$ cat src/bsgp_pkg.sv
// constants for the boot strap and general purpose pin block
package bsgp_pkg;
  localparam int unsigned ADDR_W      = 3;
  localparam int unsigned DATA_W      = 8;
  localparam int unsigned PIN_COUNT   = 7;
  localparam int unsigned IRQ_PINS    = 6;
  localparam int unsigned STRAP_IDX   = 0;
  localparam int unsigned LAST_IDX    = 6;
  localparam int unsigned CARD_A_IDX  = 2;
  localparam int unsigned CARD_B_IDX  = 4;
  localparam int unsigned CARD_C_IDX  = 5;

  localparam logic [ADDR_W-1:0] GP_INPUT_ONE_OFS = 3'h0;
  localparam logic [ADDR_W-1:0] OUT_DATA_OFS     = 3'h1;
  localparam logic [ADDR_W-1:0] DIRECTION_OFS    = 3'h2;
  localparam logic [ADDR_W-1:0] IRQ_ENABLE_OFS   = 3'h3;
  localparam logic [ADDR_W-1:0] EDGE_SELECT_OFS  = 3'h4;
  localparam logic [ADDR_W-1:0] PENDING_OFS      = 3'h5;
  localparam logic [ADDR_W-1:0] FUNCTION_OFS     = 3'h6;

  localparam int unsigned BOOT_SEL_BIT  = 7;
  localparam int unsigned FN_STRAP_RX   = 0;
  localparam int unsigned FN_BANK_EN    = 1;
  localparam int unsigned FN_CARD_A     = 2;
  localparam int unsigned FN_CARD_B     = 3;
  localparam int unsigned FN_CARD_C     = 4;
  localparam int unsigned FN_INFRARED_SPEED_INDICATOR    = 5;
  localparam int unsigned FN_IR_FAST    = 6;

  localparam logic [DATA_W-1:0] OUT_DATA_RST    = 8'h00;
  localparam logic [DATA_W-1:0] DIRECTION_RST   = 8'h00;
  localparam logic [DATA_W-1:0] IRQ_ENABLE_RST  = 8'h00;
  localparam logic [DATA_W-1:0] EDGE_SELECT_RST = 8'h00;
  localparam logic [DATA_W-1:0] FUNCTION_RST    = 8'h00;
  localparam logic              BOOT_SEL_RST    = 1'b1;

  localparam int unsigned CLOCK_PERIOD_NS    = 10;
  localparam int unsigned RESET_MIN_NS       = 1000;
  localparam int unsigned RESET_MIN_CYCLES   =
    (RESET_MIN_NS + CLOCK_PERIOD_NS - 1) / CLOCK_PERIOD_NS;
  localparam int unsigned PULLUP_HOLD_CYCLES = 4;
  localparam logic [2:0]  PULLUP_LAST        = 3'(PULLUP_HOLD_CYCLES - 1);

  typedef enum logic [1:0] {PU_ON, PU_HOLD, PU_OFF} bsgp_pull_t;
endpackage

$ cat src/bsgp_pins.sv
// boot strap capture, general purpose pins, card supply and infrared/uart pin sharing
//
// What this block does
// - strap pull-up stays on while chip reset input is low
// - strap pull-up turns off a few clocks after chip reset rises
// - strap pin level is captured on the chip reset rising edge
// - captured strap level reads as a bit of gp_input_reg_one
// - captured low selects program fetch from external memory bus
// - captured high selects program execution from internal ROM
// - after reset strap pin works as general pin or serial receive input
// - strap pin can drive bank_address_top for upper half of external memory
// - general pins except last are input, edge interrupt or output
// - three pins switch between general use and card supply output
// - last general pin is input or output only, no interrupt
// - infrared_speed_indicator shows selected infrared link speed
// - receive input routes to infrared receiver or uart receive line
// - transmit output comes from infrared transmitter or uart transmit
//
// Implementation choices: the plain strobed port and the address map.
`timescale 1ns/1ns
module bsgp_pins
  import bsgp_pkg::*;
(
  input  wire logic                 clock,
  input  wire logic                 srst,
  input  wire logic                 chipResetInN,
  input  wire logic [ADDR_W-1:0]    addr,
  input  wire logic [DATA_W-1:0]    wdata,
  input  wire logic                 wstb,
  input  wire logic                 rstb,
  output logic      [DATA_W-1:0]    rdata,
  input  wire logic [PIN_COUNT-1:0] pinIn,
  output logic      [PIN_COUNT-1:0] pinOut,
  output logic      [PIN_COUNT-1:0] pinOe,
  output logic                      strapPullupEn,
  output logic                      bootMemorySelect,
  output logic                      fetchExternal,
  input  wire logic                 codeBankTop,
  input  wire logic [2:0]           cardPowerReq,
  output logic                      cardSupplyOutA,
  output logic                      cardSupplyOutB,
  output logic                      cardSupplyOutC,
  input  wire logic                 infraredReceiveIn,
  output logic                      infraredTransmitOut,
  output logic                      infraredSpeedIndicator,
  output logic                      irRxData,
  output logic                      uartRxData,
  input  wire logic                 irTxData,
  input  wire logic                 uartTxData,
  output logic      [IRQ_PINS-1:0]  pendingFlags
);

  logic [DATA_W-1:0]    outData_reg;
  logic [DATA_W-1:0]    direction_reg;
  logic [DATA_W-1:0]    irqEnable_reg;
  logic [DATA_W-1:0]    edgeSelect_reg;
  logic [DATA_W-1:0]    function_reg;
  logic [IRQ_PINS-1:0]  pending_reg;
  logic [IRQ_PINS-1:0]  pending_next;
  logic [PIN_COUNT-1:0] pinPrev_reg;
  logic                 resetInPrev_reg;
  logic                 bootSel_reg;
  bsgp_pull_t           pull_reg;
  bsgp_pull_t           pull_next;
  logic [2:0]           pullCount_reg;
  logic [DATA_W-1:0]    rdata_reg;
  logic                 txOut_reg;
  logic                 irRx_reg;
  logic                 uartRx_reg;
  logic                 speed_reg;

  wire                  chipHeld   = ~chipResetInN;
  wire                  riseSeen   = chipResetInN & ~resetInPrev_reg;
  wire                  ctrlClear  = srst | chipHeld;
  wire                  wrOut      = wstb & (addr == OUT_DATA_OFS);
  wire                  wrDir      = wstb & (addr == DIRECTION_OFS);
  wire                  wrIrqEn    = wstb & (addr == IRQ_ENABLE_OFS);
  wire                  wrEdge     = wstb & (addr == EDGE_SELECT_OFS);
  wire                  wrPend     = wstb & (addr == PENDING_OFS);
  wire                  wrFunc     = wstb & (addr == FUNCTION_OFS);
  wire [IRQ_PINS-1:0]   clrMask    = wrPend ? wdata[IRQ_PINS-1:0] : '0;
  wire                  strapRx    = function_reg[FN_STRAP_RX];
  wire                  bankEn     = function_reg[FN_BANK_EN];
  wire                  irMode     = function_reg[FN_INFRARED_SPEED_INDICATOR];
  wire [2:0]            cardSel    = {function_reg[FN_CARD_C], function_reg[FN_CARD_B],
                                      function_reg[FN_CARD_A]};
  wire [PIN_COUNT-1:0]  cardMask   = {1'b0, cardSel[2], cardSel[1], 1'b0, cardSel[0],
                                      2'b00};
  wire [DATA_W-1:0]     gpInValue  = {bootSel_reg, pinIn};
  wire [DATA_W-1:0]     pendValue  = {2'b00, pending_reg};

  // strap pull-up sequencing
  always_comb begin
    pull_next = pull_reg;
    case (pull_reg)
      PU_ON:   if (riseSeen) pull_next = PU_HOLD;
      PU_HOLD: begin
        if (chipHeld) pull_next = PU_ON;
        else if (pullCount_reg == PULLUP_LAST) pull_next = PU_OFF;
      end
      PU_OFF:  if (chipHeld) pull_next = PU_ON;
      default: pull_next = PU_ON;
    endcase
  end

  always_ff @(posedge clock) begin
    if (srst) begin
      pull_reg        <= PU_ON;
      pullCount_reg   <= 3'h0;
      resetInPrev_reg <= 1'b0;
    end else begin
      pull_reg        <= pull_next;
      pullCount_reg   <= (pull_reg == PU_HOLD) ? pullCount_reg + 3'h1 : 3'h0;
      resetInPrev_reg <= chipResetInN;
    end
  end

  assign strapPullupEn = chipHeld | (pull_reg != PU_OFF);

  // strap capture at the release of chip reset
  always_ff @(posedge clock) begin
    if (srst) begin
      bootSel_reg <= BOOT_SEL_RST;
    end else if (riseSeen) begin
      bootSel_reg <= pinIn[STRAP_IDX];
    end
  end

  assign bootMemorySelect = bootSel_reg;
  assign fetchExternal    = ~bootSel_reg;

  // control registers, cleared while the chip is held in reset
  always_ff @(posedge clock) begin
    if (ctrlClear) begin
      outData_reg    <= OUT_DATA_RST;
      direction_reg  <= DIRECTION_RST;
      irqEnable_reg  <= IRQ_ENABLE_RST;
      edgeSelect_reg <= EDGE_SELECT_RST;
      function_reg   <= FUNCTION_RST;
    end else begin
      if (wrOut) outData_reg <= wdata;
      if (wrDir) direction_reg <= wdata;
      if (wrIrqEn) irqEnable_reg <= wdata;
      if (wrEdge) edgeSelect_reg <= wdata;
      if (wrFunc) function_reg <= wdata;
    end
  end

  // per pin drive and edge detection
  genvar gi;
  generate
    for (gi = 0; gi < PIN_COUNT; gi++) begin : g_pin
      if (gi == STRAP_IDX) begin : g_strap
        // bank bit overrides; receive use keeps the pin an input
        assign pinOut[gi] = bankEn ? codeBankTop : outData_reg[gi];
        assign pinOe[gi]  = ~chipHeld & ~strapRx &
                            (bankEn | direction_reg[gi]);
      end else begin : g_plain
        assign pinOut[gi] = outData_reg[gi];
        assign pinOe[gi]  = ~chipHeld & ~cardMask[gi] & direction_reg[gi];
      end
      if (gi != LAST_IDX) begin : g_irq
        wire edgeHit = edgeSelect_reg[gi] ? (pinIn[gi] & ~pinPrev_reg[gi])
                                          : (~pinIn[gi] & pinPrev_reg[gi]);
        wire setHit  = irqEnable_reg[gi] & ~direction_reg[gi] & edgeHit;
        // set wins over a clear in the same cycle
        assign pending_next[gi] = setHit | (pending_reg[gi] & ~clrMask[gi]);
      end
    end
  endgenerate

  always_ff @(posedge clock) begin
    if (ctrlClear) begin
      pending_reg <= '0;
      pinPrev_reg <= '0;
    end else begin
      pending_reg <= pending_next;
      pinPrev_reg <= pinIn;
    end
  end

  assign pendingFlags = pending_reg;

  // card supply outputs
  assign cardSupplyOutA = cardSel[0] & cardPowerReq[0];
  assign cardSupplyOutB = cardSel[1] & cardPowerReq[1];
  assign cardSupplyOutC = cardSel[2] & cardPowerReq[2];

  // infrared and uart pin sharing
  always_ff @(posedge clock) begin
    if (ctrlClear) begin
      txOut_reg  <= 1'b1;
      irRx_reg   <= 1'b1;
      uartRx_reg <= 1'b1;
      speed_reg  <= 1'b0;
    end else begin
      txOut_reg  <= irMode ? irTxData : uartTxData;
      irRx_reg   <= irMode ? infraredReceiveIn : 1'b1;
      uartRx_reg <= strapRx ? pinIn[STRAP_IDX] : (irMode ? 1'b1 : infraredReceiveIn);
      speed_reg  <= irMode & function_reg[FN_IR_FAST];
    end
  end

  assign infraredTransmitOut    = txOut_reg;
  assign irRxData               = irRx_reg;
  assign uartRxData             = uartRx_reg;
  assign infraredSpeedIndicator = speed_reg;

  // register read port, data in the following cycle only
  wire [DATA_W-1:0] readMux =
    (addr == GP_INPUT_ONE_OFS) ? gpInValue :
    (addr == OUT_DATA_OFS)     ? outData_reg :
    (addr == DIRECTION_OFS)    ? direction_reg :
    (addr == IRQ_ENABLE_OFS)   ? irqEnable_reg :
    (addr == EDGE_SELECT_OFS)  ? edgeSelect_reg :
    (addr == PENDING_OFS)      ? pendValue :
    (addr == FUNCTION_OFS)     ? function_reg : 8'h00;

  always_ff @(posedge clock) begin
    if (srst) begin
      rdata_reg <= 8'h00;
    end else begin
      rdata_reg <= rstb ? readMux : 8'h00;
    end
  end

  assign rdata = rdata_reg;
endmodule

$ cat config.mk
export PLATFORM = sky130hd
export DESIGN_NAME = bsgp_pins
export DESIGN_NICKNAME = d
export VERILOG_FILES = /design/src/bsgp_pkg.sv /design/src/bsgp_pins.sv
export SDC_FILE = /design/constraint.sdc
export NUM_CORES = 1
export LEC_CHECK = 0
export BUFFER_PORTS_ARGS = -buffer_cell sky130_fd_sc_hd__buf_2
export CORE_AREA = 2 2 88 90
export DETAILED_ROUTE_END_ITERATION = 6
export DIE_AREA = 0 0 90 92
export HOLD_SLACK_MARGIN = 0.08
export PLACE_DENSITY = 0.77
export SETUP_SLACK_MARGIN = 0.3
export SLEW_MARGIN = 20
export SYNTH_ARGS = -nofsm -noshare
export SYNTH_HDL_FRONTEND = slang
export SYNTH_SLANG_ARGS = --single-unit
$ cat constraint.sdc
create_clock -name clock -period 1.7 [get_ports clock]
set_input_delay 0.34 -clock clock [delete_from_list [all_inputs] [get_ports clock]]
set_output_delay 0.34 -clock clock [all_outputs]
set_load 0.03 [all_outputs]
-- Yosys cells after proc, flatten, opt, wreduce, memory -nomap -nowiden
Cells that the tools add are included.
- flip-flop bits (word level): 71
- output and inout bits: 38
- logic and storage cells: 154
- $add $sub $neg: 1
- eq/ne operators: 13
- multiplexer cells: 23
- bitwise gates (word level): 95
- reduce and logical (&&, ||, !) cells: 6
- operator list (operator ; number):
    $mux W8 ; 7
    $and A1 B1 Y1 ; 52
    $not A1 Y1 ; 34
    $mux W1 ; 10
    $eq A3 B2 Y1 const B ; 3
    $eq A3 B3 Y1 const B ; 3
    $or A1 B1 Y1 ; 9
    $mux W2 ; 4
    $mux W6 ; 1
    $ne A2 B2 Y1 const B ; 3
    $pmux W2 S3 ; 1
    $reduce_or A2 Y1 ; 3
    $add A3 B1 Y3 const B ; 1
    $eq A3 B1 Y1 const B ; 1
    $logic_not A3 Y1 ; 1
    $ne A3 B3 Y1 const B ; 1
    $reduce_and A3 Y1 ; 1
    $eq A2 B1 Y1 const B ; 1
    $eq A2 B2 Y1 const B ; 1
    $logic_not A2 Y1 ; 1

-- Depth between registers and ports, before layout
Gate-level depths: netlist of run 1.
- word-level depth: 8
- depth in mapped cells: 6

-- Least setup slack after synthesis of run 1
Ideal clock, no wire load.
- path type: in2out
- from: input chipResetInN
- to: output pinOe[0]
- arrival: 1196 ps
- path slack: 164 ps
- stages on the path: 2
- path buffers: 0
- path through: inv_1 -> a211oi_1
- longest elaborated chain between the ends: 2
- ends and longest elaborated chain (element ; RTL line ; text):
    start: declaration ; bsgp_pins.sv:26 ; input wire logic chipResetInN,
    $and A1 B1 Y1 (2 in a row) ; bsgp_pins.sv:156 ; assign pinOe[gi] = ~chipHeld & ~strapRx &
    end: declaration ; bsgp_pins.sv:34 ; output logic [PIN_COUNT-1:0] pinOe,
No other way between the ends.

-- Final worst setup path of run 1
- from: register function_reg[1]
- to: output pinOut[0]
- longest elaborated chain between the ends: 1
- ends and longest elaborated chain (element ; RTL line ; text):
    start: declaration ; bsgp_pins.sv:57 ; logic [DATA_W-1:0] function_reg;
    start signal: assignment ; bsgp_pins.sv:145 ; if (wrFunc) function_reg <= wdata;
    $mux W1 ; bsgp_pins.sv:155 ; assign pinOut[gi] = bankEn ? codeBankTop : outData_reg[gi];
    end: declaration ; bsgp_pins.sv:33 ; output logic [PIN_COUNT-1:0] pinOut,
No other way between the ends.

==> results of run 1 <==
==> worst paths after layout <==
| check | startpoint | depth (start not counted) | slack (ns) | end |
|---|---|---|---|---|
| worst min-delay path | infraredReceiveIn | 2 | 0.19 | irRxData |
| worst max-delay path | function_reg[1] | 2 | 0.20 | pinOut[0] |
| worst min register to register | pullCount_reg[0] | 1 | 0.42 | pullCount_reg[0] |
| worst max register to register | direction_reg[2] | 4 | 0.53 | rdata[2] |
==> critical path: cells and delay by family (launching register included) <==
family                 cells  cell delay [ns]
DFF                        1             0.36
muxes                      1             0.31
buffers and inverters      1             0.14
==> report_power, final <==
group / internal [mW] / leakage [nW] / switching [mW]
combinational: 0.138 / 0.899 / 0.224
sequential: 1.69 / 0.582 / 0.0173
clock: 1.13 / 0.130 / 0.680
total: 2.95 / 1.61 / 0.921
==> repair_timing <==
item,4_1_cts,5_1_grt
setup endpoints to repair,10,14
pin swaps,4,2
buffers inserted,5,2
gates resized for setup,28,19
==> kinds of logic (layout without fill, tap and decap cells) <==
| group | after synthesis | in the layout | synth area share |
|---|---|---|---|
| AOI/OAI and AO/OA | 94 | 94 | 0.1746 |
| adders and majority gates | 2 | 2 | 0.007830 |
| buffers and inverters | 44 | 131 | 0.06539 |
| DFF | 71 | 71 | 0.4448 |
| muxes | 15 | 15 | 0.06108 |
| and+or+nand+nor | 174 | 174 | 0.2463 |
==> cell type report <==
cell class | instances | share of cell area
multi-input cells | 285 | 0.3879
repair buffers | 96 | 0.1508
clock inverters | 7 | 0.03499
well taps | 102 | 0.03077
clock buffers | 9 | 0.02986
inverters | 19 | 0.01810
flip-flops and latches | 71 | 0.3475
==> routing by layer <==
layer / GRT usage / up-vias / share of wire
li1: - / 1514 / -
met3: 0.04191 / 21 / 0.065
met4: 0.1103 / 0 / 0.030
met2: 0.3835 / 139 / 0.51
met1: 0.2715 / 1468 / 0.39
met5: 0 / - / 0
==> Yosys cell counts (all sizes together) <==
library cell	count	area [µm²]
nand2	99	371.6
a211o	1	8.760
nand3b	1	7.510
nor3	7	46.30
o32ai	1	8.760
nor2	25	96.35
dfxtp	71	1421
o21ai	6	30.03
and2	10	62.56
and3	3	18.77
o22a	1	8.760
ha	2	25.02
a21boi	2	15.01
o211ai	4	30.03
inv	19	71.32
mux2	6	67.56
a32oi	5	43.79
o221a	2	22.52
a31oi	3	18.77
a21oi	56	280.3
buf	19	115.1
mux4	3	67.56
o22ai	6	37.54
or3b	1	8.760
and4b	1	10.01
nor2b	5	31.28
a211oi	6	45.04
clkbuf	6	22.52
or2	1	6.260
or3	2	12.51
o221ai	1	8.760
nand2b	16	100.1
nand3	3	15.01
mux2i	6	60.06
==> per-stage QoR <==
step           power [mW]  setup slack, ns  hold WS [ns]    util  cell area [µm²]
5_1_grt             3.967           0.1805        0.1781  0.5570             4148
6_report            3.874           0.2016        0.1858  0.5570             4148
3_5_place_dp        2.084          0.08155        0.4118  0.4973             3704
3_3_place_gp        2.076           0.1404        0.4083  0.4973             3704
4_1_cts             3.867           0.1942        0.1790  0.5462             4068
2_1_floorplan       1.940           0.2755        0.3973       -             3201
==> flow_summary_export.csv, run 1 <==
group,metric,value,unit
power,ir_drop,0.0004602,V
floorplanning,die_area,8280,µm²
cells_and_area,layout-drive-gt1-share,0.3101,
critical_path,crit_slowest_cell,"dfxtp_2",
run_status,outcome,"finished, final reports clean",
floorplanning,initial_core_util,0.4291,
clock_network,htree_levels,3,
power,power.leakage,1.610,nW
cells_and_area,syn2layout_area_growth,29.80,%
sta,slew_headroom,0.6910,
sta,finalCritPeriodShare,0.8814,
critical_path,path_max_fanout,3,
power,p_per_area,934.0,nW/µm²
placement,gp_congestion,0.9159,
clock_network,cts_buffer_depth,2,
critical_path,crit_required,1.36,ns
placement,place.detailed.hpwl,6.663,mm
critical_path,arrival,1.16,ns
synthesis,syn_area,3196,µm²
drt,drc,0,
sta,setup_viol,0,
critical_path,cp-start-kind,"flop",
sta,slew_viol_final,0,
critical_path,slowest_delay,0.36,ns
drt,via_per_inst,5.334,
cells_and_area,multi_input_area,1609,µm²
sta,fin_crit,1.498,ns
flow_run,cap_violations,0,
clock_network,clk-insertion-delay-late,0.36,ns
cells_and_area,mostFrequentLayoutCells,"nand2_1 (99), dfxtp_1 (59), a21oi_1 (56)",
floorplanning,io_pins,68,
synthesis,postSynthCellCount,400,
drt,drtIter0Drc,205,
synthesis,syn-num-nets,432,
drt,vias,3142,
floorplanning,die_w,90,µm
cells_and_area,fin_cells,589,
synthesis,seq_area_frac_synth,0.4448,
drt,wl_per_cell,15.86,µm
cells_and_area,n_fill_cell,716,
synthesis,synth_cell_types,39,
floorplanning,die-height,92,µm
drt,dr.pass1.iters,5,
critical_path,crit_type,"flop to primary output",
sta,hold_viol_final,0,
min_path,hp-class,"input pin to flop",
cells_and_area,seq_area,1441,µm²
cells_and_area,antennaDiodeCount,0,
clock_network,numCtsBuffers,9,
sta,final.setup_skew,0.008884,ns
placement,dpl.cell_count,566,
clock_network,cts_root_buffer,"clkbuf_8",
grt,antenna_found_initial,0,
synthesis,syn_area_per_cell,7.989,µm²
grt,grt_pass1_vias,2907,
sta,tightest_slew,0.4630,ns
clock_network,cts-hold-fix-buffers,0,
grt,grt_pass1_wl,14.43,mm
clock_network,clk_pin_slew,0.08,ns
clock_network,numClockSinks,71,
critical_path,crit_path_end_kind,"primary output",
cells_and_area,final_nets,514,
sta,finalSetupTns,0,ns
synthesis,ys_ff_latch,71,
grt,grt_util_all_layers,0.2242,
grt,grt_max_degree,36,
floorplanning,rows,32,
placement,numPortBuffers,67,
sta,grt_setup_unrepaired,"yes",
drt,antenna_left,0,
grt,grt-ovfl-total,0,
sta,fmax,0.6674,GHz
cells_and_area,final_common_cell,"nand2_1",
drt,routed_wl,9.343,mm
critical_path,worstPathCellList,"mux2_4 > buf_6",
clock_network,cts_tree,"done",
floorplanning,core_area,7447,µm²
synthesis,yosys_warnings,0,
No activity file was read; power rests on OpenSTA's default activity.
==> inputs of run 2 (changes only) <==
--- a/config.mk
+++ b/config.mk
@@ -5,10 +5,12 @@
 export SDC_FILE = /design/constraint.sdc
 export NUM_CORES = 1
 export LEC_CHECK = 0
+export ABC_AREA = 1
 export BUFFER_PORTS_ARGS = -buffer_cell sky130_fd_sc_hd__buf_2
-export CORE_AREA = 2 2 88 90
+export CORE_AREA = 2 2 87 89
 export DETAILED_ROUTE_END_ITERATION = 6
-export DIE_AREA = 0 0 90 92
+export DIE_AREA = 0 0 89 91
+export GPL_TIMING_DRIVEN = 0
 export HOLD_SLACK_MARGIN = 0.08
 export PLACE_DENSITY = 0.77
 export SETUP_SLACK_MARGIN = 0.3
==> flow_summary_export.csv, run 2 <==
group,metric,value,unit
run_status,outcome,"finished, final reports clean",
floorplanning,die_w,89,µm
sta,finalCritPeriodShare,0.8593,
synthesis,synth_cell_types,29,
sta,tightest_slew,0.4998,ns
min_path,holdPathStages,2,
critical_path,path_max_fanout,2,
grt,grt_util_all_layers,0.2451,
clock_network,cts_root_buffer,"clkbuf_8",
clock_network,cts-hold-fix-buffers,0,
cells_and_area,syn2layout_area_growth,30.70,%
sta,grt_setup_unrepaired,"yes",
floorplanning,rows,31,
critical_path,reg2regPathDepth,8,
grt,antenna_found_initial,0,
flow_run,cap_violations,0,
floorplanning,io_pins,68,
drt,drc,0,
cells_and_area,n_fill_cell,716,
floorplanning,die-height,91,µm
floorplanning,core_area,7137,µm²
synthesis,syn-num-nets,464,
sta,hold_viol_final,0,
sta,setup_viol,0,
synthesis,synth_area_leaders,"dfxtp_1 (46%), o21ai_0 (8.5%), a21oi_1 (8.0%)",
grt,grt_pass1_vias,3072,
power,power.leakage,1.847,nW
sta,final.setup_skew,0.008594,ns
cells_and_area,design_area,4080,µm²
cells_and_area,final_nets,560,
sta,final.setup.worst_slack,0.2391,ns
drt,via_per_inst,5.328,
synthesis,synth_top_area_cell,"dfxtp_1",
drt,drtIter0Drc,257,
clock_network,clk-insertion-delay-late,0.36,ns
critical_path,cp-start-kind,"flop",
critical_path,slowest_delay,0.34,ns
cells_and_area,final_common_cell,"buf_2",
placement,dpl_cell_area,3586,µm²
drt,vias,3367,
sta,fin_crit,1.461,ns
critical_path,crit_buf_inv,2,
placement,gp_congestion,0.9383,
floorplanning,die_area,8099,µm²
synthesis,syn_area,3122,µm²
cells_and_area,antennaDiodeCount,0,
synthesis,ys_ff_latch,71,
critical_path,crit_required,1.36,ns
synthesis,async_reset_ff_frac,0,
critical_path,worstPathCellList,"inv_2 > a211oi_2 > buf_4",
power,p_per_area,874.0,nW/µm²
critical_path,worst-path-stages,3,
min_path,hp-class,"input pin to flop",
drt,routed_wl,9.816,mm
power,ir_drop,0.0005861,V
floorplanning,initial_core_util,0.4374,
synthesis,synth_flop_cell,"dfxtp_1",
sta,slew_headroom,0.6656,
synthesis,yosys_warnings,0,
clock_network,clk_pin_slew,0.07,ns
synthesis,postSynthCellCount,432,
synthesis,syn_area_per_cell,7.226,µm²
grt,grt-ovfl-total,0,
critical_path,crit_type,"flop to primary output",
placement,numPortBuffers,67,
critical_path,critPathTopFamily,"flip-flops",
placement,dp_slack,-0.1903,ns
clock_network,cts_tree,"done",
clock_network,numClockSinks,71,
synthesis,synth_top_area_frac,0.4553,
cells_and_area,layout-drive-gt1-share,0.3227,
sta,slew_viol_final,0,
clock_network,htree_levels,3,
sta,fmax,0.6845,GHz
critical_path,arrival,1.12,ns
cells_and_area,mostFrequentLayoutCells,"buf_2 (64), dfxtp_1 (58), nand2_1 (57)",
synthesis,synth_edf_count,0,
synthesis,synth_most_common_cell,"dfxtp_1",
drt,dr.pass1.iters,5,
clock_network,numCtsBuffers,9,
critical_path,crit_slowest_cell,"dfxtp_2",
critical_path,crit_path_end_kind,"primary output",
grt,grt_max_degree,13,
drt,antenna_left,0,
synthesis,synth_commonest_cells,"dfxtp_1 (71), nand2_1 (64), inv_1 (59)",
placement,place.detailed.hpwl,6.774,mm
synthesis,seq_area_frac_synth,0.4553,
grt,grt_pass1_wl,15.07,mm
clock_network,cts_buffer_depth,2,
drt,wl_per_cell,15.53,µm
[run 2: cell count changes after synthesis, sizes merged, moves of 6 or more]
cell    change
o21ai      +49
mux2        -6
nor2       +17
nand4      +14
mux2i       -6
and2       -10
inv        +45
nand3      +25
nand2      -32
nand2b     -16
[run 2: cell families after synthesis]
group           synth area share
simple gates              0.2281
compound gates            0.1856
buf+inv                   0.1230
flops                     0.4553
fa+ha+maj               0.008015
[run 2: per-layer routing]
metal	routed length, µm	vias to the layer above	part of all wire	track usage
met5	0	-	0	0
met1	4126	1565	0.42	0.3072
met3	718	36	0.073	0.06182
met2	4582	159	0.47	0.3750
li1	-	1607	-	-
met4	389	0	0.040	0.1430
[run 2: where the power goes]
| part | leakage, nW | switching (mW) | internal, mW |
|---|---|---|---|
| logic | 1.16 | 0.243 | 0.110 |
| registers | 0.582 | 0.0192 | 1.69 |
| clock network | 0.104 | 0.672 | 0.830 |
[run 2: through the flow]
stage          hold slack (ns)  power [mW]  utilization  cells  TNS [ns]
2_1_floorplan           0.3992       1.928            -    432         0
3_3_place_gp            0.4070       2.057       0.5025    598    -2.328
3_5_place_dp            0.4249       2.064       0.5025    598    -3.229
4_1_cts                 0.1710       3.545       0.5565    627         0
5_1_grt                 0.1995       3.684       0.5717    632         0
6_report                0.1836       3.566       0.5717    632         0
[run 2: path summary, 6_finish.rpt]
path	startpoint	to	slack, ns
max	direction_reg[0]	pinOe[0]	0.24
min	infraredReceiveIn	irRxData	0.18
max reg2reg	pull_reg[0]	pull_reg[1]	0.39
min reg2reg	pullCount_reg[0]	pullCount_reg[0]	0.43
[run 2: cell type report]
type / instances / area, µm² / share of cell area
flip-flops and latches: 71 / 1440 / 0.3530
multi-input cells: 274 / 1381 / 0.3385
clock inverters: 5 / 81.33 / 0.01993
inverters: 67 / 261.5 / 0.06409
well taps: 99 / 123.9 / 0.03036
plain buffers: 20 / 151.4 / 0.03711
clock buffers: 11 / 131.4 / 0.03220
repair buffers: 85 / 509.2 / 0.1248
[run 2: repair_timing]
| item | in CTS | in global routing |
|---|---|---|
| setup buffers | 13 | 5 |
| endpoints found under the setup margin | 31 | 46 |
| cloned | 0 | 0 |
| resized for setup | 36 | 36 |
| pin swaps | 4 | 5 |
